--- config.mk ---
export PLATFORM = sky130hd
export DESIGN_NAME = usl_line_modes
export DESIGN_NICKNAME = d
export VERILOG_FILES = /design/src/usl_pkg.sv /design/src/usl_ir_mod.sv /design/src/usl_ir_demod.sv /design/src/usl_line_modes.sv
export SDC_FILE = /design/constraint.sdc
export NUM_CORES = 1
export LEC_CHECK = 0
export BUFFER_PORTS_ARGS = -buffer_cell sky130_fd_sc_hd__buf_4
export CORE_MARGIN = 2
export CORE_UTILIZATION = 42
export CTS_CLUSTER_DIAMETER = 150
export DETAILED_ROUTE_END_ITERATION = 8
export PLACE_DENSITY = 0.67
export SLEW_MARGIN = 20
export SYNTH_ARGS = -nofsm -noshare
export SYNTH_HDL_FRONTEND = slang
export SYNTH_SLANG_ARGS = --single-unit
--- constraint.sdc ---
create_clock -name clk -period 5.71 [get_ports clk]
set_clock_uncertainty 0.05 [all_clocks]
set_input_delay 0.571 -clock clk [delete_from_list [all_inputs] [get_ports clk]]
set_output_delay 0.571 -clock clk [all_outputs]
set_load 0.01 [all_outputs]
--- src/usl_pkg.sv ---
package usl_pkg;
    // ------------------------------------------------------------
    // register offsets
    // ------------------------------------------------------------
    localparam logic [7:0] OFS_CR = 8'h00;
    localparam logic [7:0] OFS_MR = 8'h04;
    localparam logic [7:0] OFS_CSR = 8'h14;
    localparam logic [7:0] OFS_RHR = 8'h18;
    localparam logic [7:0] OFS_FIDI = 8'h40;
    localparam logic [7:0] OFS_IF = 8'h4c;
    // ------------------------------------------------------------
    // field positions
    // ------------------------------------------------------------
    localparam int MR_MODE_LSB = 0;
    localparam int MR_CHMODE_LSB = 14;
    localparam int MR_NACK_INHIBIT = 20;
    localparam int MR_LIMIT_NACK_ENABLE = 21;
    localparam int MR_MAXIT_LSB = 24;
    localparam int CR_RSTSTA = 8;
    localparam int CR_RSTIT = 13;
    localparam int CR_CLEAR_NACK_CMD = 14;
    localparam int CR_DTR_ENABLE_CMD = 16;
    localparam int CR_DTR_DISABLE_CMD = 17;
    localparam int CSR_RX_READY_FLAG = 0;
    localparam int CSR_PARITY_ERROR_FLAG = 7;
    localparam int CSR_TX_EMPTY_FLAG = 9;
    localparam int CSR_ITER = 10;
    localparam int CSR_NACK = 13;
    localparam int CSR_RI_CHANGE_FLAG = 16;
    localparam int CSR_CTS_CHANGE_FLAG = 19;
    localparam int CSR_RI = 20;
    localparam int CSR_CTS = 23;
    // ------------------------------------------------------------
    // reset values and timing
    // ------------------------------------------------------------
    localparam logic [10:0] FIDI_RST = 11'h174;
    localparam logic [7:0] IF_RST = 8'h00;
    localparam logic DTR_RST = 1'b1;
    localparam int OVERSAMPLE = 16;
    localparam int IR_PULSE_NUM = 3;
    localparam int IR_PULSE_TICKS = OVERSAMPLE * IR_PULSE_NUM / 16;
    // ------------------------------------------------------------
    // modes and carriers
    // ------------------------------------------------------------
    typedef enum logic [3:0] {
        MODE_NORMAL = 4'h0,
        MODE_RS485 = 4'h1,
        MODE_HANDSHAKE = 4'h2,
        MODE_MODEM = 4'h3,
        MODE_ISO_T0 = 4'h4,
        MODE_ISO_T1 = 4'h6,
        MODE_INFRA = 4'h8
    } usl_line_e;
    typedef enum logic [1:0] {
        CH_NORMAL = 2'h0,
        CH_ECHO = 2'h1,
        CH_LOCAL = 2'h2,
        CH_REMOTE = 2'h3
    } usl_chan_e;
    typedef struct packed {
        logic valid;
        logic parErr;
        logic [7:0] data;
    } usl_rxev_s;
    typedef struct packed {
        logic nack;
        logic ack;
    } usl_txev_s;
endpackage : usl_pkg

--- src/usl_ir_mod.sv ---
`timescale 1ns/1ps
module usl_ir_mod (
    // clock and reset
    input wire logic clk,
    input wire logic reset_n,
    // core transmitter timing
    input wire logic sampleTick,
    input wire logic bitStart,
    input wire logic txBit,
    // modulated pulse, high while light is on
    output logic pulse
);
    localparam logic [4:0] PULSE_LEN = 5'(usl_pkg::IR_PULSE_TICKS);
    logic [4:0] cnt_reg;

    // zero bit starts a 3/16 pulse, one bit none
    always_ff @(posedge clk or negedge reset_n)
    begin
        if (!reset_n)
            cnt_reg <= 5'h00;
        else if (bitStart)
            cnt_reg <= txBit ? 5'h00 : PULSE_LEN;
        else if (sampleTick && cnt_reg != 5'h00)
            cnt_reg <= cnt_reg - 5'h01;
    end

    assign pulse = (cnt_reg != 5'h00);
endmodule : usl_ir_mod

--- src/usl_ir_demod.sv ---
`timescale 1ns/1ps
module usl_ir_demod #(
    parameter int FILTER_W = 8
) (
    // clock and reset
    input wire logic clk,
    input wire logic reset_n,
    // line and settings
    input wire logic sampleTick,
    input wire logic rxLine,
    input wire logic [FILTER_W-1:0] filterVal,
    // demodulated level to receiver
    output logic rxOut
);
    typedef enum logic [2:0] {
        ST_IDLE = 3'b001,
        ST_COUNT = 3'b010,
        ST_HOLD = 3'b100
    } usl_dem_e;
    localparam logic [4:0] BIT_LEN = 5'(usl_pkg::OVERSAMPLE);
    usl_dem_e state_reg;
    logic [FILTER_W-1:0] filt_reg;
    logic [4:0] hold_reg;
    logic prev_reg;

    always_ff @(posedge clk or negedge reset_n)
    begin
        if (!reset_n)
            prev_reg <= 1'b1;
        else
            prev_reg <= rxLine;
    end

    always_ff @(posedge clk or negedge reset_n)
    begin
        if (!reset_n)
        begin
            state_reg <= ST_IDLE;
            filt_reg <= '0;
            hold_reg <= 5'h00;
        end
        else
        begin
            case (state_reg)
                ST_IDLE:
                begin
                    filt_reg <= filterVal;
                    if (prev_reg && !rxLine)
                        state_reg <= ST_COUNT;
                end
                ST_COUNT:
                begin
                    if (!prev_reg && rxLine)
                    begin
                        filt_reg <= filterVal;
                        state_reg <= ST_IDLE;
                    end
                    else if (filt_reg == '0)
                    begin
                        hold_reg <= BIT_LEN;
                        state_reg <= ST_HOLD;
                    end
                    else
                        filt_reg <= filt_reg - 1'b1;
                end
                ST_HOLD:
                begin
                    if (sampleTick)
                        hold_reg <= hold_reg - 5'h01;
                    // leave on the last tick, not one cycle after it
                    if (sampleTick && hold_reg == 5'h01)
                    begin
                        filt_reg <= filterVal;
                        state_reg <= ST_IDLE;
                    end
                end
                default:
                    state_reg <= ST_IDLE;
            endcase
        end
    end

    assign rxOut = (state_reg != ST_HOLD);
endmodule : usl_ir_demod

--- src/usl_line_modes.sv ---
// Added by the designer: the APB interface to the registers and the register offsets.
`timescale 1ns/1ps
module usl_line_modes #(
    parameter int MAX_ITER_W = 3,
    parameter int FILTER_W = 8
) (
    // clock and reset
    input wire logic clk,
    input wire logic reset_n,
    // apb slave
    input wire logic psel,
    input wire logic penable,
    input wire logic pwrite,
    input wire logic [7:0] paddr,
    input wire logic [31:0] pwdata,
    output logic [31:0] prdata,
    output logic pready,
    output logic pslverr,
    // serial core, same clock
    input wire logic sampleTick,
    input wire logic txBitStart,
    input wire logic coreTxd,
    input wire logic tx_empty_flag,
    input wire logic timeguardBusy,
    input wire usl_pkg::usl_rxev_s rxEv,
    input wire usl_pkg::usl_txev_s txEv,
    output logic coreRxd,
    output logic txAllow,
    output logic rxAllow,
    output logic txRepeat,
    output logic rxNackReq,
    output logic [10:0] clockRatio,
    // line pins
    input wire logic rxdPin,
    input wire logic riPin,
    input wire logic dsrPin,
    input wire logic dcdPin,
    input wire logic ctsPin,
    output logic txdPin,
    output logic rtsPin,
    output logic dtrPin
);
    // ------------------------------------------------------------
    // parameter checks
    // ------------------------------------------------------------
    generate
        if (MAX_ITER_W < 1 || MAX_ITER_W > 3)
            $error("MAX_ITER_W must be 1 to 3");
        if (FILTER_W < 1 || FILTER_W > 8)
            $error("FILTER_W must be 1 to 8");
    endgenerate

    function automatic logic mapped(input logic [7:0] a);
        mapped = a == usl_pkg::OFS_CR || a == usl_pkg::OFS_MR ||
            a == usl_pkg::OFS_CSR || a == usl_pkg::OFS_RHR ||
            a == usl_pkg::OFS_FIDI || a == usl_pkg::OFS_IF;
    endfunction : mapped

    // ------------------------------------------------------------
    // pin synchronisers
    // ------------------------------------------------------------
    logic [4:0] pinIn;
    logic [4:0] meta_reg;
    logic [4:0] pinS_reg;
    logic rxdS;
    logic [3:0] modemS;
    assign pinIn = {ctsPin, dcdPin, dsrPin, riPin, rxdPin};
    genvar gi;
    generate
        for (gi = 0; gi < 5; gi++)
        begin : g_sync
            always_ff @(posedge clk or negedge reset_n)
            begin
                if (!reset_n)
                begin
                    meta_reg[gi] <= 1'b1;
                    pinS_reg[gi] <= 1'b1;
                end
                else
                begin
                    meta_reg[gi] <= pinIn[gi];
                    pinS_reg[gi] <= meta_reg[gi];
                end
            end
        end
    endgenerate
    assign rxdS = pinS_reg[0];
    assign modemS = pinS_reg[4:1];

    // ------------------------------------------------------------
    // configuration registers
    // ------------------------------------------------------------
    logic [3:0] lineMode_reg;
    logic [1:0] chMode_reg;
    logic nack_inhibit_reg;
    logic limit_nack_enable_reg;
    logic [MAX_ITER_W-1:0] maxIter_reg;
    logic [10:0] ratio_reg;
    logic [FILTER_W-1:0] irFilter_reg;
    logic wrAcc;
    logic rdAcc;
    logic crWr;
    assign wrAcc = psel && penable && pwrite;
    assign rdAcc = psel && penable && !pwrite;
    assign crWr = wrAcc && paddr == usl_pkg::OFS_CR;

    always_ff @(posedge clk or negedge reset_n)
    begin
        if (!reset_n)
        begin
            lineMode_reg <= 4'h0;
            chMode_reg <= 2'h0;
            nack_inhibit_reg <= 1'b0;
            limit_nack_enable_reg <= 1'b0;
            maxIter_reg <= '0;
        end
        else if (wrAcc && paddr == usl_pkg::OFS_MR)
        begin
            lineMode_reg <= pwdata[usl_pkg::MR_MODE_LSB +: 4];
            chMode_reg <= pwdata[usl_pkg::MR_CHMODE_LSB +: 2];
            nack_inhibit_reg <= pwdata[usl_pkg::MR_NACK_INHIBIT];
            limit_nack_enable_reg <= pwdata[usl_pkg::MR_LIMIT_NACK_ENABLE];
            maxIter_reg <= pwdata[usl_pkg::MR_MAXIT_LSB +: MAX_ITER_W];
        end
    end

    always_ff @(posedge clk or negedge reset_n)
    begin
        if (!reset_n)
        begin
            ratio_reg <= usl_pkg::FIDI_RST;
            irFilter_reg <= FILTER_W'(usl_pkg::IF_RST);
        end
        else if (wrAcc && paddr == usl_pkg::OFS_FIDI)
            ratio_reg <= pwdata[10:0];
        else if (wrAcc && paddr == usl_pkg::OFS_IF)
            irFilter_reg <= pwdata[FILTER_W-1:0];
    end
    assign clockRatio = ratio_reg;

    logic isoT0;
    logic isoT1;
    logic irMode;
    logic rs485;
    logic modem;
    assign isoT0 = lineMode_reg == usl_pkg::MODE_ISO_T0;
    assign isoT1 = lineMode_reg == usl_pkg::MODE_ISO_T1;
    assign irMode = lineMode_reg == usl_pkg::MODE_INFRA;
    assign rs485 = lineMode_reg == usl_pkg::MODE_RS485;
    assign modem = lineMode_reg == usl_pkg::MODE_MODEM;

    // ------------------------------------------------------------
    // receive error handling
    // ------------------------------------------------------------
    logic parErr;
    logic limitHit;
    logic sendNack;
    logic inhibit;
    logic [MAX_ITER_W-1:0] nackCnt_reg;
    logic [7:0] rxHold_reg;
    assign parErr = rxEv.valid && rxEv.parErr;
    assign inhibit = isoT0 && nack_inhibit_reg && parErr;
    assign limitHit = isoT0 && !nack_inhibit_reg && limit_nack_enable_reg && parErr &&
        nackCnt_reg >= maxIter_reg;
    assign sendNack = isoT0 && !nack_inhibit_reg && parErr && !limitHit;

    always_ff @(posedge clk or negedge reset_n)
    begin
        if (!reset_n)
        begin
            nackCnt_reg <= '0;
            rxNackReq <= 1'b0;
        end
        else
        begin
            rxNackReq <= sendNack;
            if (sendNack && limit_nack_enable_reg)
                nackCnt_reg <= nackCnt_reg + 1'b1;
            else if (rxEv.valid)
                nackCnt_reg <= '0;
        end
    end

    always_ff @(posedge clk or negedge reset_n)
    begin
        if (!reset_n)
            rxHold_reg <= 8'h00;
        else if (rxEv.valid && !sendNack)
            rxHold_reg <= rxEv.data;
    end

    // ------------------------------------------------------------
    // transmit repetition
    // ------------------------------------------------------------
    logic [MAX_ITER_W-1:0] repCnt_reg;
    logic canRepeat;
    logic iterHit;
    assign canRepeat = isoT0 && maxIter_reg != '0 && repCnt_reg < maxIter_reg;
    assign iterHit = txEv.nack && canRepeat &&
        repCnt_reg + 1'b1 == maxIter_reg;

    always_ff @(posedge clk or negedge reset_n)
    begin
        if (!reset_n)
        begin
            repCnt_reg <= '0;
            txRepeat <= 1'b0;
        end
        else
        begin
            txRepeat <= txEv.nack && canRepeat;
            if (txEv.ack)
                repCnt_reg <= '0;
            else if (txEv.nack)
                repCnt_reg <= canRepeat ? repCnt_reg + 1'b1 : '0;
        end
    end

    // ------------------------------------------------------------
    // status flags
    // ------------------------------------------------------------
    logic rxReady_reg;
    logic parity_error_flag_reg;
    logic nack_reg;
    logic iter_reg;
    logic [3:0] chg_reg;
    logic [3:0] modemPrev_reg;
    logic [3:0] chgSnap_reg;
    logic [3:0] chgSet;
    logic rhrRd;
    logic csrRd;
    assign rhrRd = rdAcc && paddr == usl_pkg::OFS_RHR;
    assign csrRd = rdAcc && paddr == usl_pkg::OFS_CSR;
    assign chgSet = modem ? (modemS ^ modemPrev_reg) : 4'h0;

    always_ff @(posedge clk or negedge reset_n)
    begin
        if (!reset_n)
        begin
            rxReady_reg <= 1'b0;
            parity_error_flag_reg <= 1'b0;
            nack_reg <= 1'b0;
            iter_reg <= 1'b0;
        end
        else
        begin
            rxReady_reg <= (rxReady_reg && !rhrRd) ||
                (rxEv.valid && !sendNack && !inhibit);
            parity_error_flag_reg <= (parity_error_flag_reg && !(crWr && pwdata[usl_pkg::CR_RSTSTA]))
                || ((isoT0 || isoT1) && parErr);
            nack_reg <= (nack_reg && !(crWr && pwdata[usl_pkg::CR_CLEAR_NACK_CMD]))
                || inhibit;
            iter_reg <= (iter_reg && !(crWr && pwdata[usl_pkg::CR_RSTIT]))
                || iterHit || limitHit;
        end
    end

    // clear only what the read reported, so a change never gets lost
    always_ff @(posedge clk or negedge reset_n)
    begin
        if (!reset_n)
        begin
            modemPrev_reg <= 4'hf;
            chg_reg <= 4'h0;
        end
        else
        begin
            modemPrev_reg <= modemS;
            chg_reg <= (chg_reg & ~(csrRd ? chgSnap_reg : 4'h0)) |
                chgSet;
        end
    end

    // ------------------------------------------------------------
    // modem and rs485 control pins
    // ------------------------------------------------------------
    always_ff @(posedge clk or negedge reset_n)
    begin
        if (!reset_n)
            dtrPin <= usl_pkg::DTR_RST;
        else if (crWr && pwdata[usl_pkg::CR_DTR_DISABLE_CMD])
            dtrPin <= 1'b1;
        else if (crWr && pwdata[usl_pkg::CR_DTR_ENABLE_CMD])
            dtrPin <= 1'b0;
    end

    always_ff @(posedge clk or negedge reset_n)
    begin
        if (!reset_n)
            rtsPin <= 1'b1;
        else if (rs485)
            rtsPin <= !tx_empty_flag || timeguardBusy;
        else if (modem)
            rtsPin <= tx_empty_flag;
        else
            rtsPin <= 1'b1;
    end

    logic remote;
    assign remote = chMode_reg == usl_pkg::CH_REMOTE;
    assign txAllow = !remote && !(modem && modemS[3]);
    assign rxAllow = !remote;

    // ------------------------------------------------------------
    // infrared and channel routing
    // ------------------------------------------------------------
    logic irPulse;
    logic irRx;
    usl_ir_mod u_mod (
        .clk(clk),
        .reset_n(reset_n),
        .sampleTick(sampleTick),
        .bitStart(txBitStart && irMode),
        .txBit(coreTxd),
        .pulse(irPulse)
    );
    usl_ir_demod #(.FILTER_W(FILTER_W)) u_demod (
        .clk(clk),
        .reset_n(reset_n),
        .sampleTick(sampleTick),
        .rxLine(irMode ? rxdS : 1'b1),
        .filterVal(irFilter_reg),
        .rxOut(irRx)
    );

    always_ff @(posedge clk or negedge reset_n)
    begin
        if (!reset_n)
        begin
            txdPin <= 1'b1;
            coreRxd <= 1'b1;
        end
        else
        begin
            case (chMode_reg)
                usl_pkg::CH_NORMAL:
                begin
                    txdPin <= irMode ? !irPulse : coreTxd;
                    coreRxd <= irMode ? irRx : rxdS;
                end
                usl_pkg::CH_ECHO:
                begin
                    txdPin <= rxdS;
                    coreRxd <= irMode ? irRx : rxdS;
                end
                usl_pkg::CH_LOCAL:
                begin
                    txdPin <= 1'b1;
                    coreRxd <= coreTxd;
                end
                usl_pkg::CH_REMOTE:
                begin
                    txdPin <= rxdS;
                    coreRxd <= 1'b1;
                end
                default:
                begin
                    txdPin <= 1'b1;
                    coreRxd <= 1'b1;
                end
            endcase
        end
    end

    // ------------------------------------------------------------
    // apb read path
    // ------------------------------------------------------------
    logic [31:0] csrVal;
    always_comb
    begin
        csrVal = 32'h0000_0000;
        csrVal[usl_pkg::CSR_RX_READY_FLAG] = rxReady_reg;
        csrVal[usl_pkg::CSR_PARITY_ERROR_FLAG] = parity_error_flag_reg;
        csrVal[usl_pkg::CSR_TX_EMPTY_FLAG] = tx_empty_flag;
        csrVal[usl_pkg::CSR_ITER] = iter_reg;
        csrVal[usl_pkg::CSR_NACK] = nack_reg;
        csrVal[usl_pkg::CSR_CTS_CHANGE_FLAG:usl_pkg::CSR_RI_CHANGE_FLAG] = chg_reg;
        csrVal[usl_pkg::CSR_CTS:usl_pkg::CSR_RI] = modemS;
    end

    always_ff @(posedge clk or negedge reset_n)
    begin
        if (!reset_n)
        begin
            prdata <= 32'h0000_0000;
            chgSnap_reg <= 4'h0;
        end
        else if (psel && !penable && !pwrite)
        begin
            chgSnap_reg <= chg_reg;
            case (paddr)
                usl_pkg::OFS_MR:
                    prdata <= {5'h00, 3'(maxIter_reg), 2'h0, limit_nack_enable_reg,
                        nack_inhibit_reg, 4'h0, chMode_reg, 10'h000, lineMode_reg};
                usl_pkg::OFS_CSR:
                    prdata <= csrVal;
                usl_pkg::OFS_RHR:
                    prdata <= {24'h000000, rxHold_reg};
                usl_pkg::OFS_FIDI:
                    prdata <= {21'h000000, ratio_reg};
                usl_pkg::OFS_IF:
                    prdata <= {24'h000000, 8'(irFilter_reg)};
                default:
                    prdata <= 32'h0000_0000;
            endcase
        end
    end

    assign pready = 1'b1;
    assign pslverr = psel && penable && !mapped(paddr);
endmodule : usl_line_modes

==> results.yml <==
route:
  drc_errors: 0
  routedWlPerCell_um: 17.2
  dr.pass1.iters: 5
  route.antenna.remaining_nets: 0
  vias_per_cell: 5.47
  vias: 4515
  drtIter0Drc: 314
  routed_wl_um: 14200
placement:
  io_buffers: 100
  dp_hpwl_um: 10200
  gp_congestion: 0.843
  placed_area_um2: 6700
critical_path:
  path_cells: "buf_4 -> or4_4 -> nor2_1 -> nand2_1 -> nor2_2 -> mux2_2"
  cp_num_buf_inv: 1
  crit_arrival_ps: 2990
  r2r-end: "u_demod.filt_reg[7]$_DFFE_PN0P_"
  cp-endpoint: "maxIter_reg[1]$_DFFE_PN0P_"
  crit_cells: 6
  rrSetupSlack_ps: 3090
  worst_path_max_delay_cell: "nor2_2"
  critPathLaunch: "paddr[5]"
  start_kind: "input pin"
  r2r-start: "lineMode_reg[0]$_DFFE_PN0P_"
  cp.required_ps: 5960
  slowest_delay_ps: 620
  setup.worst_path.end_class: "flop"
  path_class: "in -> reg"
  cp_top_family: "simple AND/OR/NAND/NOR gates"
  reg2reg_depth: 6
  cp_max_fo: 11
power:
  p_sw_mw: 0.566
  peakVddDrop_mv: 0.172
  p_leak_nw: 3.41
  pwr-share-clk_pct: 46.3
  sw_frac_of_total_pct: 24.7
  pwr-share-comb_pct: 10.4
  power_per_cell_area_nw_per_um2: 314
  pwr-share-seq_pct: 43.2
  p_int_mw: 1.73
logic_synthesis:
  ys_warn_count: 0
  synth_top_area_share_pct: 42.3
  ys_ff_latch: 123
  synth_edf_count: 0
  ys_seq_area_share_pct: 53.7
  async_reset_ff_share_pct: 100
  synth_most_common_cell: "dfrtp_1"
  synthTopCellsByCount: "dfrtp_1, nand2_1, nor2_1, o21ai_0, mux2_2"
  ys.flop_type: "dfrtp_1"
  syn_area_um2: 5790
  ys_top_cells_by_area: "dfrtp_1, dfstp_2, mux2_2"
  synth_cell_types: 62
  synth_largest_area_cell: "dfrtp_1"
  syn_avg_cell_area_um2: 10.9
  synth_cells: 530
sta:
  setup_viol: 0
  relSlewSlack_pct: 23.1
  clock.fmax_mhz: 366
  rsz0062_at_grt: "false"
  finalHoldViolCount: 0
  finalCriticalPeriod_ps: 2730
  slew_violations: 0
  tightest_slew_ps: 1150
  tns_ps: 0
  finalCritPeriodShare_pct: 47.8
flow_run:
  maxCapViolations: 0
global_route:
  grt_max_degree: 87
  overflow: 0
  grt_usage_pct: 20.8
  antenna_found_initial: 0
  grt_pass1_vias: 4536
  grt_pass1_wl_um: 23400
clocking:
  clkTransAtPathRegs_ps: 50
  cts_max_path_buffers: 2
  clock-sinks: 123
  ctsResizeCount: 0
  cts_tree: "done"
  cts-buffers-inserted: 17
  post_cts_buffers: 0
  clk-insertion-delay-late_ps: 420
  clock-root-buffer: "clkbuf_16"
  htree_levels: 4
  postCtsHoldBufs: 0
outcome:
  outcome: "complete, no violations"
cells_and_area:
  regMostFlops: "prdata"
  syn_to_final_growth_pct: 25.9
  n_antenna_cell: 0
  num-nets-final: 717
  nFillCells: 1199
  final_area_um2: 7290
  largest_reg_flops: 25
  drive_gt1_share_pct: 32.5
floorplan:
  core_area_um2: 13300
  die_w_um: 121
  die_h_um: 121
  io_pins: 120
  rows: 42
  dieArea_um2: 14700
  initial_core_util_pct: 43.4
hold_path:
  holdCritPathClass: "in -> async"
placed cells by master (no fill, tap or decap), types with 3 or more instances in the layout:
master and n:
conb_1 8, dfstp_2 25, ha_1 14, o21ai_0 36, o211ai_1 3, nand2b_1 8, o31ai_1 5, clkbuf_8 3
mux2_2 29, a21boi_0 5, a22o_1 16, mux2_4 10, and3_1 3, nand4_1 3, a31oi_1 3, inv_1 15
nor4_1 6, clkbuf_16 17, clkinv_2 3, dfrtp_1 98, or3_1 5, nand2_1 77, nor3_1 7, xnor2_1 3
nor2b_1 5, nor2_1 35, nand3_1 11, buf_4 104, a221oi_1 7, clkinvlp_4 3, a21oi_1 18, xor2_1 11
mux2i_1 4
worst reg2reg max path, cell delays in order (launching register included):
cell       delay [ps]
dfrtp_1           500
or4b_1            720
o32ai_4           480
a211oi_1          180
buf_4             240
a21boi_0          150
a2bb2oi_1         190
logic make-up (layout without fill, tap and decap cells):
logic type | count (synthesis) | in the layout | synth area share (%)
flops | 123 | 123 | 53.7
fa+ha+maj | 14 | 14 | 3.02
simple gates | 181 | 181 | 15.4
other cells | 2 | 8 | 0.130
buf+inv | 39 | 152 | 3.31
compound gates | 114 | 114 | 13.4
xor+xnor | 14 | 14 | 2.12
mux | 43 | 43 | 8.92
through the flow:
stage          worst slack, ps  cells  total power, mW  hold WS, ps  util, %
2_1_floorplan             3310    536             1.13          225        -
3_3_place_gp              2340    793             1.23          296     50.1
3_5_place_dp              2270    793             1.25          297     50.2
4_1_cts                   2730    825             2.31          185     54.6
5_1_grt                   2820    825             2.39          187     54.6
6_report                  2980    825             2.29          138     54.6
power by group through the flow:
stage	combinational, mW	clock (mW)	sequential [mW]
6_report	0.239	1.06	0.992
5_1_grt	0.273	1.11	0.999
4_1_cts	0.242	1.08	0.992
3_5_place_dp	0.241	0	1.00
3_3_place_gp	0.227	0	1.00
2_1_floorplan	0.137	0	0.995
layer usage:
metal,GRT usage [%],part of all wire (%),vias up
met1,28.3,45,2251
met4,7.47,1.5,0
li1,-,-,2094
met5,0,0,-
met2,32.3,47,147
met3,5.31,5.7,23
how the worst min path moves through the flow:
stage	to	slack [ps]
4_1_cts	meta_reg[3]$_DFF_PN1_	180
5_1_grt	meta_reg[3]$_DFF_PN1_	190
3_3_place_gp	csrVal[22]$_DFF_PN1_	300
6_report	txRepeat$_DFF_PN0_	140
3_5_place_dp	csrVal[22]$_DFF_PN1_	300
2_1_floorplan	chMode_reg[0]$_DFFE_PN0P_	230
layout make-up:
type	instances	area, um^2	area share (%)
multi-input cells	374	2530	34.6
clock buffers	22	474	6.50
clock inverters	10	115	1.58
repair buffers	105	792	10.9
flip-flops and latches	123	3110	42.6
inverters	15	56.3	0.772
well taps	176	220	3.02
(Power assumes the default switching activity.)
